## src/verilog/warn_alarm_regs.svh

```systemverilog
`ifndef WARN_ALARM_REGS_SVH
`define WARN_ALARM_REGS_SVH

`define CODE_POS_DEV 8'h0A
`define CODE_OVERHEAT 8'h15
`define CODE_OVERVOLT 8'h16
`define CODE_MAIN_OFF 8'h17
`define CODE_UNDERVOLT 8'h19
`define CODE_LOW_BATT 8'h1B
`define CODE_OVERLOAD 8'h1E
`define CODE_OVERSPEED 8'h1F
`define CODE_ABS_LOST 8'h21
`define CODE_GEAR_ERR 8'h47

`define DEF_POS_DEV_REV 16'h0009
`define DEF_OVERHEAT_C 16'h0050
`define DEF_OVERVOLT_V 16'h0186
`define DEF_UNDERVOLT_V 16'h007D
`define DEF_OVERLOAD_PCT 16'h005A
`define DEF_OVERSPEED_RPM 16'h16A8
`define BATT_LOW_MV 16'h0C80

`define HIST_DEPTH 10
`define WARN_COUNT 10

`define CLK_HZ 40000000
`define BLINK_ON_MS 200
`define BLINK_GAP_MS 1000
`define BLINK_ON_CYC (`CLK_HZ / 1000 * `BLINK_ON_MS)
`define BLINK_GAP_CYC (`CLK_HZ / 1000 * `BLINK_GAP_MS)

`endif

```

## src/verilog/warn_alarm_pkg.sv

```systemverilog
package warn_alarm_pkg;

  typedef struct packed {
    logic [15:0] pos_dev_rev;
    logic [15:0] temp_c;
    logic [15:0] dc_bus_v;
    logic [15:0] batt_mv;
    logic [15:0] torque_pct;
    logic [15:0] speed_rpm;
  } meas_t;

  typedef struct packed {
    logic [15:0] pos_dev;
    logic [15:0] overheat;
    logic [15:0] overvolt;
    logic [15:0] undervolt;
    logic [15:0] overload;
    logic [15:0] overspeed;
  } thresh_t;

  typedef struct packed {
    logic ready;
    logic limit_active;
    logic zero_speed;
  } status_out_t;

  typedef enum logic [1:0] {
    CTRL_POSITION = 2'b00,
    CTRL_SPEED = 2'b01,
    CTRL_TORQUE = 2'b10,
    CTRL_TENSION = 2'b11
  } ctrl_mode_t;

  typedef enum logic [1:0] {
    BLINK_IDLE = 2'b00,
    BLINK_ON = 2'b01,
    BLINK_OFF = 2'b10,
    BLINK_GAP = 2'b11
  } blink_state_t;

endpackage : warn_alarm_pkg

```

## src/verilog/servo_warning_alarm_monitor.sv

```systemverilog
`include "warn_alarm_regs.svh"

module servo_warning_alarm_monitor
  import warn_alarm_pkg::*;
(
  input wire logic clk_sys,
  input wire logic rst,
  input wire meas_t meas,
  input wire thresh_t thresh,
  input wire logic servo_on_in,
  input wire logic main_power_ok,
  input wire logic batt_or_enc_lost,
  input wire logic gear_range_err,
  input wire logic hist_clear,
  input wire logic [3:0] hist_index,
  output logic [7:0] hist_code,
  output logic [3:0] hist_count,
  output logic warning_out,
  output logic [9:0] warn_active,
  input wire logic alarm_event,
  input wire logic [7:0] alarm_id,
  input wire logic [3:0] alarm_blinks,
  input wire logic alarm_stops_excitation,
  input wire logic alarm_reset_in,
  input wire logic brake_fitted,
  output logic alarm_out_n,
  output logic [7:0] alarm_id_out,
  output logic alarm_led,
  output logic motor_current_enable,
  output logic brake_engage,
  input wire logic alarm_code_enable,
  input wire logic [2:0] code_table_wdata,
  input wire logic [7:0] code_table_waddr,
  input wire logic code_table_we,
  input wire ctrl_mode_t ctrl_mode,
  input wire status_out_t status_in,
  input wire logic torque_limit_active,
  input wire logic speed_limit_active,
  output status_out_t status_out
);

  // ************************************************************
  // Warning detection
  // ************************************************************
  logic [9:0] cond;
  logic [7:0] code_of [0:`WARN_COUNT-1];
  logic [9:0] warn_ff;
  logic [9:0] rise;

  assign code_of[0] = `CODE_POS_DEV;
  assign code_of[1] = `CODE_OVERHEAT;
  assign code_of[2] = `CODE_OVERVOLT;
  assign code_of[3] = `CODE_MAIN_OFF;
  assign code_of[4] = `CODE_UNDERVOLT;
  assign code_of[5] = `CODE_LOW_BATT;
  assign code_of[6] = `CODE_OVERLOAD;
  assign code_of[7] = `CODE_OVERSPEED;
  assign code_of[8] = `CODE_ABS_LOST;
  assign code_of[9] = `CODE_GEAR_ERR;

  always_comb begin
    cond[0] = meas.pos_dev_rev > thresh.pos_dev;
    cond[1] = meas.temp_c > thresh.overheat;
    cond[2] = meas.dc_bus_v > thresh.overvolt;
    cond[3] = servo_on_in && !main_power_ok;
    cond[4] = meas.dc_bus_v < thresh.undervolt;
    cond[5] = meas.batt_mv <= `BATT_LOW_MV;
    cond[6] = meas.torque_pct > thresh.overload;
    cond[7] = meas.speed_rpm > thresh.overspeed;
    cond[8] = batt_or_enc_lost;
    cond[9] = gear_range_err;
  end

  // Warnings never touch motor current; only alarms do
  always_ff @(posedge clk_sys or posedge rst) begin
    if (rst) begin
      warn_ff <= 10'h000;
    end else begin
      warn_ff <= cond;
    end
  end

  assign warn_active = warn_ff;
  assign warning_out = |warn_ff;
  assign rise = cond & ~warn_ff;

  // ************************************************************
  // Warning history
  // ************************************************************
  // Warnings rising together queue in a pending mask and log one
  // per cycle, lowest index first; a clear keeps the rises of its
  // own cycle queued so none is lost.
  logic [9:0] pend_ff;
  logic [7:0] hist_ff [0:`HIST_DEPTH-1];
  logic [3:0] cnt_ff;
  logic [3:0] sel;
  logic found;
  logic [9:0] pend_now;

  always_comb begin
    pend_now = pend_ff | rise;
    sel = 4'h0;
    found = 1'b0;
    for (int i = `WARN_COUNT - 1; i >= 0; i--) begin
      if (pend_now[i]) begin
        sel = 4'(i);
        found = 1'b1;
      end
    end
  end

  always_ff @(posedge clk_sys or posedge rst) begin
    if (rst) begin
      pend_ff <= 10'h000;
    end else if (hist_clear) begin
      pend_ff <= rise;
    end else begin
      pend_ff <= pend_now & ~(found ? (10'h001 << sel) : 10'h000);
    end
  end

  genvar g;
  generate
    for (g = 0; g < `HIST_DEPTH; g++) begin : g_hist
      always_ff @(posedge clk_sys or posedge rst) begin
        if (rst) begin
          hist_ff[g] <= 8'h00;
        end else if (hist_clear) begin
          hist_ff[g] <= 8'h00;
        end else if (found) begin
          if (g == 0) begin
            hist_ff[g] <= code_of[sel];
          end else begin
            hist_ff[g] <= hist_ff[(g > 0) ? g - 1 : 0];
          end
        end
      end
    end
  endgenerate

  always_ff @(posedge clk_sys or posedge rst) begin
    if (rst) begin
      cnt_ff <= 4'h0;
    end else if (hist_clear) begin
      cnt_ff <= 4'h0;
    end else if (found && cnt_ff != 4'(`HIST_DEPTH)) begin
      cnt_ff <= cnt_ff + 4'h1;
    end
  end

  assign hist_count = cnt_ff;

  always_ff @(posedge clk_sys or posedge rst) begin
    if (rst) begin
      hist_code <= 8'h00;
    end else if (hist_index < cnt_ff) begin
      hist_code <= hist_ff[hist_index];
    end else begin
      hist_code <= 8'h00;
    end
  end

  // ************************************************************
  // Alarm latch
  // ************************************************************
  logic alarm_ff;
  logic [7:0] alarm_id_ff;
  logic [3:0] blinks_ff;
  logic stop_exc_ff;
  logic rst_in_ff;
  logic reset_fall;

  always_ff @(posedge clk_sys or posedge rst) begin
    if (rst) begin
      rst_in_ff <= 1'b0;
    end else begin
      rst_in_ff <= alarm_reset_in;
    end
  end

  assign reset_fall = rst_in_ff && !alarm_reset_in;

  // A new alarm in the reset cycle wins over the clear
  always_ff @(posedge clk_sys or posedge rst) begin
    if (rst) begin
      alarm_ff <= 1'b0;
      alarm_id_ff <= 8'h00;
      blinks_ff <= 4'h0;
      stop_exc_ff <= 1'b0;
    end else if (alarm_event) begin
      if (!alarm_ff) begin
        alarm_id_ff <= alarm_id;
        blinks_ff <= alarm_blinks;
        stop_exc_ff <= alarm_stops_excitation;
      end
      alarm_ff <= 1'b1;
    end else if (reset_fall) begin
      alarm_ff <= 1'b0;
      stop_exc_ff <= 1'b0;
    end
  end

  assign alarm_id_out = alarm_id_ff;

  always_ff @(posedge clk_sys or posedge rst) begin
    if (rst) begin
      alarm_out_n <= 1'b0;
      motor_current_enable <= 1'b0;
      brake_engage <= 1'b0;
    end else begin
      alarm_out_n <= !alarm_ff;
      motor_current_enable <= !(alarm_ff && stop_exc_ff);
      brake_engage <= alarm_ff && stop_exc_ff && brake_fitted;
    end
  end

  // ************************************************************
  // Alarm LED blinker
  // ************************************************************
  blink_state_t bst_ff;
  logic [31:0] tmr_ff;
  logic [3:0] bcnt_ff;

  always_ff @(posedge clk_sys or posedge rst) begin
    if (rst) begin
      bst_ff <= BLINK_IDLE;
      tmr_ff <= 32'h0000_0000;
      bcnt_ff <= 4'h0;
    end else if (!alarm_ff) begin
      bst_ff <= BLINK_IDLE;
      tmr_ff <= 32'h0000_0000;
      bcnt_ff <= 4'h0;
    end else begin
      tmr_ff <= tmr_ff + 32'h0000_0001;
      case (bst_ff)
        BLINK_IDLE: begin
          bst_ff <= BLINK_ON;
          tmr_ff <= 32'h0000_0000;
          bcnt_ff <= 4'h1;
        end
        BLINK_ON: begin
          if (tmr_ff >= 32'(`BLINK_ON_CYC - 1)) begin
            bst_ff <= BLINK_OFF;
            tmr_ff <= 32'h0000_0000;
          end
        end
        BLINK_OFF: begin
          if (tmr_ff >= 32'(`BLINK_ON_CYC - 1)) begin
            tmr_ff <= 32'h0000_0000;
            // Count of pulses per burst tells the cause
            if (bcnt_ff >= blinks_ff) begin
              bst_ff <= BLINK_GAP;
            end else begin
              bst_ff <= BLINK_ON;
              bcnt_ff <= bcnt_ff + 4'h1;
            end
          end
        end
        BLINK_GAP: begin
          if (tmr_ff >= 32'(`BLINK_GAP_CYC - 1)) begin
            bst_ff <= BLINK_ON;
            tmr_ff <= 32'h0000_0000;
            bcnt_ff <= 4'h1;
          end
        end
        default: bst_ff <= BLINK_IDLE;
      endcase
    end
  end

  always_ff @(posedge clk_sys or posedge rst) begin
    if (rst) begin
      alarm_led <= 1'b0;
    end else begin
      alarm_led <= (bst_ff == BLINK_ON);
    end
  end

  // ************************************************************
  // Alarm code table and status routing
  // ************************************************************
  logic [2:0] code_tbl [0:255];
  logic [2:0] acode;
  logic lim;

  // Table has no reset; software must load it before enabling codes
  always_ff @(posedge clk_sys) begin
    if (code_table_we) begin
      code_tbl[code_table_waddr] <= code_table_wdata;
    end
  end

  assign acode = code_tbl[alarm_id_ff];

  always_comb begin
    if (ctrl_mode == CTRL_POSITION || ctrl_mode == CTRL_SPEED) begin
      lim = torque_limit_active;
    end else begin
      lim = speed_limit_active;
    end
  end

  always_ff @(posedge clk_sys or posedge rst) begin
    if (rst) begin
      status_out <= '0;
    end else if (alarm_code_enable && alarm_ff) begin
      status_out.ready <= acode[0];
      status_out.limit_active <= acode[1];
      status_out.zero_speed <= acode[2];
    end else begin
      status_out.ready <= status_in.ready;
      status_out.limit_active <= lim;
      status_out.zero_speed <= status_in.zero_speed;
    end
  end

endmodule : servo_warning_alarm_monitor

```

## config.mk

```make
export PLATFORM = sky130hd
export DESIGN_NAME = servo_warning_alarm_monitor
export DESIGN_NICKNAME = d
export VERILOG_FILES = /design/src/verilog/warn_alarm_pkg.sv /design/src/verilog/servo_warning_alarm_monitor.sv
export VERILOG_INCLUDE_DIRS = /design/src /design/src/verilog
export SDC_FILE = /design/constraint.sdc
export NUM_CORES = 1
export LEC_CHECK = 0
export BUFFER_PORTS_ARGS = -buffer_cell sky130_fd_sc_hd__buf_4
export CAP_MARGIN = 10
export CORE_MARGIN = 3
export CORE_UTILIZATION = 65
export CTS_CLUSTER_DIAMETER = 60
export CTS_CLUSTER_SIZE = 40
export DETAILED_ROUTE_END_ITERATION = 8
export PLACE_DENSITY_LB_ADDON = 0.15
export SLEW_MARGIN = 5
export SYNTH_ARGS = -nofsm -noshare
export SYNTH_HDL_FRONTEND = slang
export SYNTH_SLANG_ARGS = --single-unit
```

## constraint.sdc

```tcl
create_clock -name clk_sys -period 20.1 [get_ports clk_sys]
set_clock_uncertainty 0.1 [all_clocks]
set_input_delay 6.03 -clock clk_sys [delete_from_list [all_inputs] [get_ports clk_sys]]
set_output_delay 6.03 -clock clk_sys [all_outputs]
set_load 0.01 [all_outputs]
```

==> flow_summary.yaml <==
run_status:
  outcome: "finished, final reports clean"
floorplanning:
  initial_core_util: 0.665
  die_w_um: 256
  core_area_mm2: 0.0610
  placementRows: 90
  ios: 277
  dieArea_mm2: 0.0655
  die_h_um: 256
sta:
  hold_ws_ps: 379
  rsz0062_at_grt: "false"
  slew_headroom: 0.185
  finalSetupTns_ps: 0
  setup_ws_ps: 10790
  fin_crit_sh: 0.463
  fin_crit_ps: 9310
  max_freq_ghz: 0.107
  drv_slew: 0
  tightest_slew_ps: 1220
  hold_viol: 0
  setup_violations: 0
synthesis:
  synth_most_common_cell: "edfxtp_1"
  ys_seq_elements: 929
  ys_top_cells_by_count: "edfxtp_1 (768), nor2_1 (331), mux4_2 (234)"
  synth_top_family_by_area: "multiplexers"
  yosys_most_used_dff: "edfxtp_1"
  yosysSeqAreaShare: 0.667
  yosys.area_share.xor_xnor: 0.00496
  netlist.area_leader.share: 0.568
  synth_edf_count: 768
  synth-simple-area-share: 0.0816
  synthAdderAreaFrac: 0.0339
  syn_area_per_cell_um2: 15.4
  muxShareOfSynthArea: 0.145
  netlist_top_cells_area: "edfxtp_1 (57%), mux4_2 (13%), dfrtp_1 (9.9%), ha_1 (3.4%), nor2_1 (3.1%)"
  synth_compound_area_frac: 0.0403
  syn_inst: 2635
  syn_area_mm2: 0.0406
  synth_largest_area_cell: "edfxtp_1"
  yosysWarnings: 0
  ys_types: 77
  async_reset_ff_frac: 0.173
grt:
  grt_pass1_vias: 24100
  grt_usage: 0.285
  grt_pass1_wl_um: 143000
  grt_max_degree: 157
  grt-ovfl-total: 0
  antenna_found_initial: 2
setup_path:
  cpMaxStageDelayCell: "a2111oi_1"
  criticalPathCategory: "input port to register"
  crit_path_start_kind: "input port"
  slowest_delay_ps: 550
  path_max_fanout: 69
  crit_path_end_kind: "register"
  cp_data_arrival_time_ps: 9740
  crit_chain: "buf_4 -> ha_1 -> a21o_1 -> a21o_1 -> a2111oi_1 -> a311oi_1 -> a2111oi_4 -> nand4_1 -> or2_2 -> buf_4 -> and2_4 -> mux2_4"
  crit_buf_inv: 2
  required_ps: 20530
  path_delay_family: "compound AO/OA/AOI/OAI gates"
power:
  leakage_nw: 16.0
  power_density_mw_per_mm2: 91.5
  total_power_mw: 4.14
  ir_drop_v: 0.000138
drt:
  via_per_inst: 6.38
  drtIter0Drc: 2603
  drtPass1Iterations: 5
  route.detailed.drc: 0
  vias: 23600
  routed_wl_um: 92400
  wire_per_inst_um: 25.0
  ant_nets: 0
finish:
  syn_to_final_growth_pct: 11.4
  layout.nets: 3184
  final-instance-count-excl-fill: 3700
  fin_util: 0.741
  final_layout_size_suffix_gt1_frac: 0.224
  finalInstanceArea_mm2: 0.0452
clocking:
  insertion_delay_ps: 620
  path_clk_slew_ps: 110
  cts_buffers: 46
  cts_root_buf: "clkbuf_16"
  post-cts-setup-buffer-count: 0
  ctsHoldBuffers: 0
  cts_resized: 0
  cts_sinks: 929
  cts_tree: "built"
  htree_num_levels: 2
  clk_path_buf_depth: 3
flow_run:
  cap_violations: 0
place:
  gp_congestion: 0.936
  placed_area_mm2: 0.0433
  post-place-ws_ps: 10060
  dp.cells: 3615
  port_buffers: 273
  dpl.hpwl_um: 59200
worst_hold_path:
  hold_path.class: "register to register"
==> registers in the layout, summed over array words and instances (netlist names), 7 cells and up <==
| name | count |
|---|---|
| hist_ff | 70 |
| pend_ff | 10 |
| tmr_ff | 32 |
| hist_code | 7 |
| code_tbl | 768 |
| alarm_id_out | 8 |
| warn_active | 10 |
==> final timing paths <==
path                                  from                   end  slack [ps]  cells past startpoint
max reg2reg                alarm_id_out[0]         status_out[1]       15880                      9
min in group asynchronous              rst        warn_active[5]        5420                      2
min                            stop_exc_ff  motor_current_enable         380                      1
min reg2reg                    stop_exc_ff  motor_current_enable         380                      1
max in group asynchronous              rst       alarm_id_out[2]       12930                      3
max                               meas[29]         hist_count[0]       10790                     12
==> layer usage <==
metal | track usage | wire [µm] | share of wire | vias up
li1 | - | - | - | 10400
met1 | 0.396 | 35700 | 0.39 | 12000
met2 | 0.478 | 46600 | 0.50 | 1112
met3 | 0.0403 | 7170 | 0.078 | 174
met4 | 0.0906 | 2890 | 0.031 | 2
met5 | 0 | 12 | 0.00013 | -
==> cell type report <==
cell class,count,area (µm²)
timing repair buffer,292,2230
sequential,929,27100
multi-input combinational,1448,12500
tap,828,1040
clock inverter,37,782
inverter,118,448
fill,3748,15800
antenna,1,2.50
clock buffer,47,1160
==> cells by family (layout without fill, tap and decap cells) <==
group,after synthesis,after routing
AOI/OAI and AO/OA,261,261
xor gates and xnor gates,23,23
adders and majority gates,110,110
buffers and inverters,264,494
DFF,929,929
muxes,296,296
other,1,8
and+or+nand+nor,751,751
==> cell usage in the layout, fill, tap and decap left out, types with 11 or more instances in the layout <==
| master | netlist | routed |
|---|---|---|
| edfxtp_1 | 768 | 768 |
| nor2_1 | 331 | 330 |
| buf_4 | 8 | 287 |
| mux4_2 | 234 | 234 |
| nand2_1 | 209 | 209 |
| dfrtp_1 | 161 | 157 |
| a21oi_1 | 124 | 124 |
| inv_1 | 117 | 116 |
| ha_1 | 110 | 110 |
| nand3_1 | 59 | 59 |
| mux2i_1 | 53 | 53 |
| clkbuf_16 | 0 | 46 |
| nor2b_1 | 32 | 31 |
| nand4_1 | 30 | 30 |
| o21ai_0 | 26 | 26 |
| nor3_1 | 23 | 23 |
| a21o_1 | 16 | 16 |
| xor2_1 | 16 | 16 |
| and2_1 | 15 | 15 |
| a211oi_1 | 14 | 14 |
| and3_1 | 12 | 12 |
| a22oi_1 | 12 | 12 |
| o22ai_1 | 12 | 12 |
| clkinv_16 | 0 | 11 |
| inv_16 | 0 | 11 |
==> power breakdown <==
part / internal, mW / total (mW) / switching (mW)
clock network: 0.531 / 1.26 / 0.730
registers: 2.11 / 2.16 / 0.0495
logic: 0.349 / 0.716 / 0.367
total: 2.99 / 4.14 / 1.15
(Power assumes the default switching activity.)
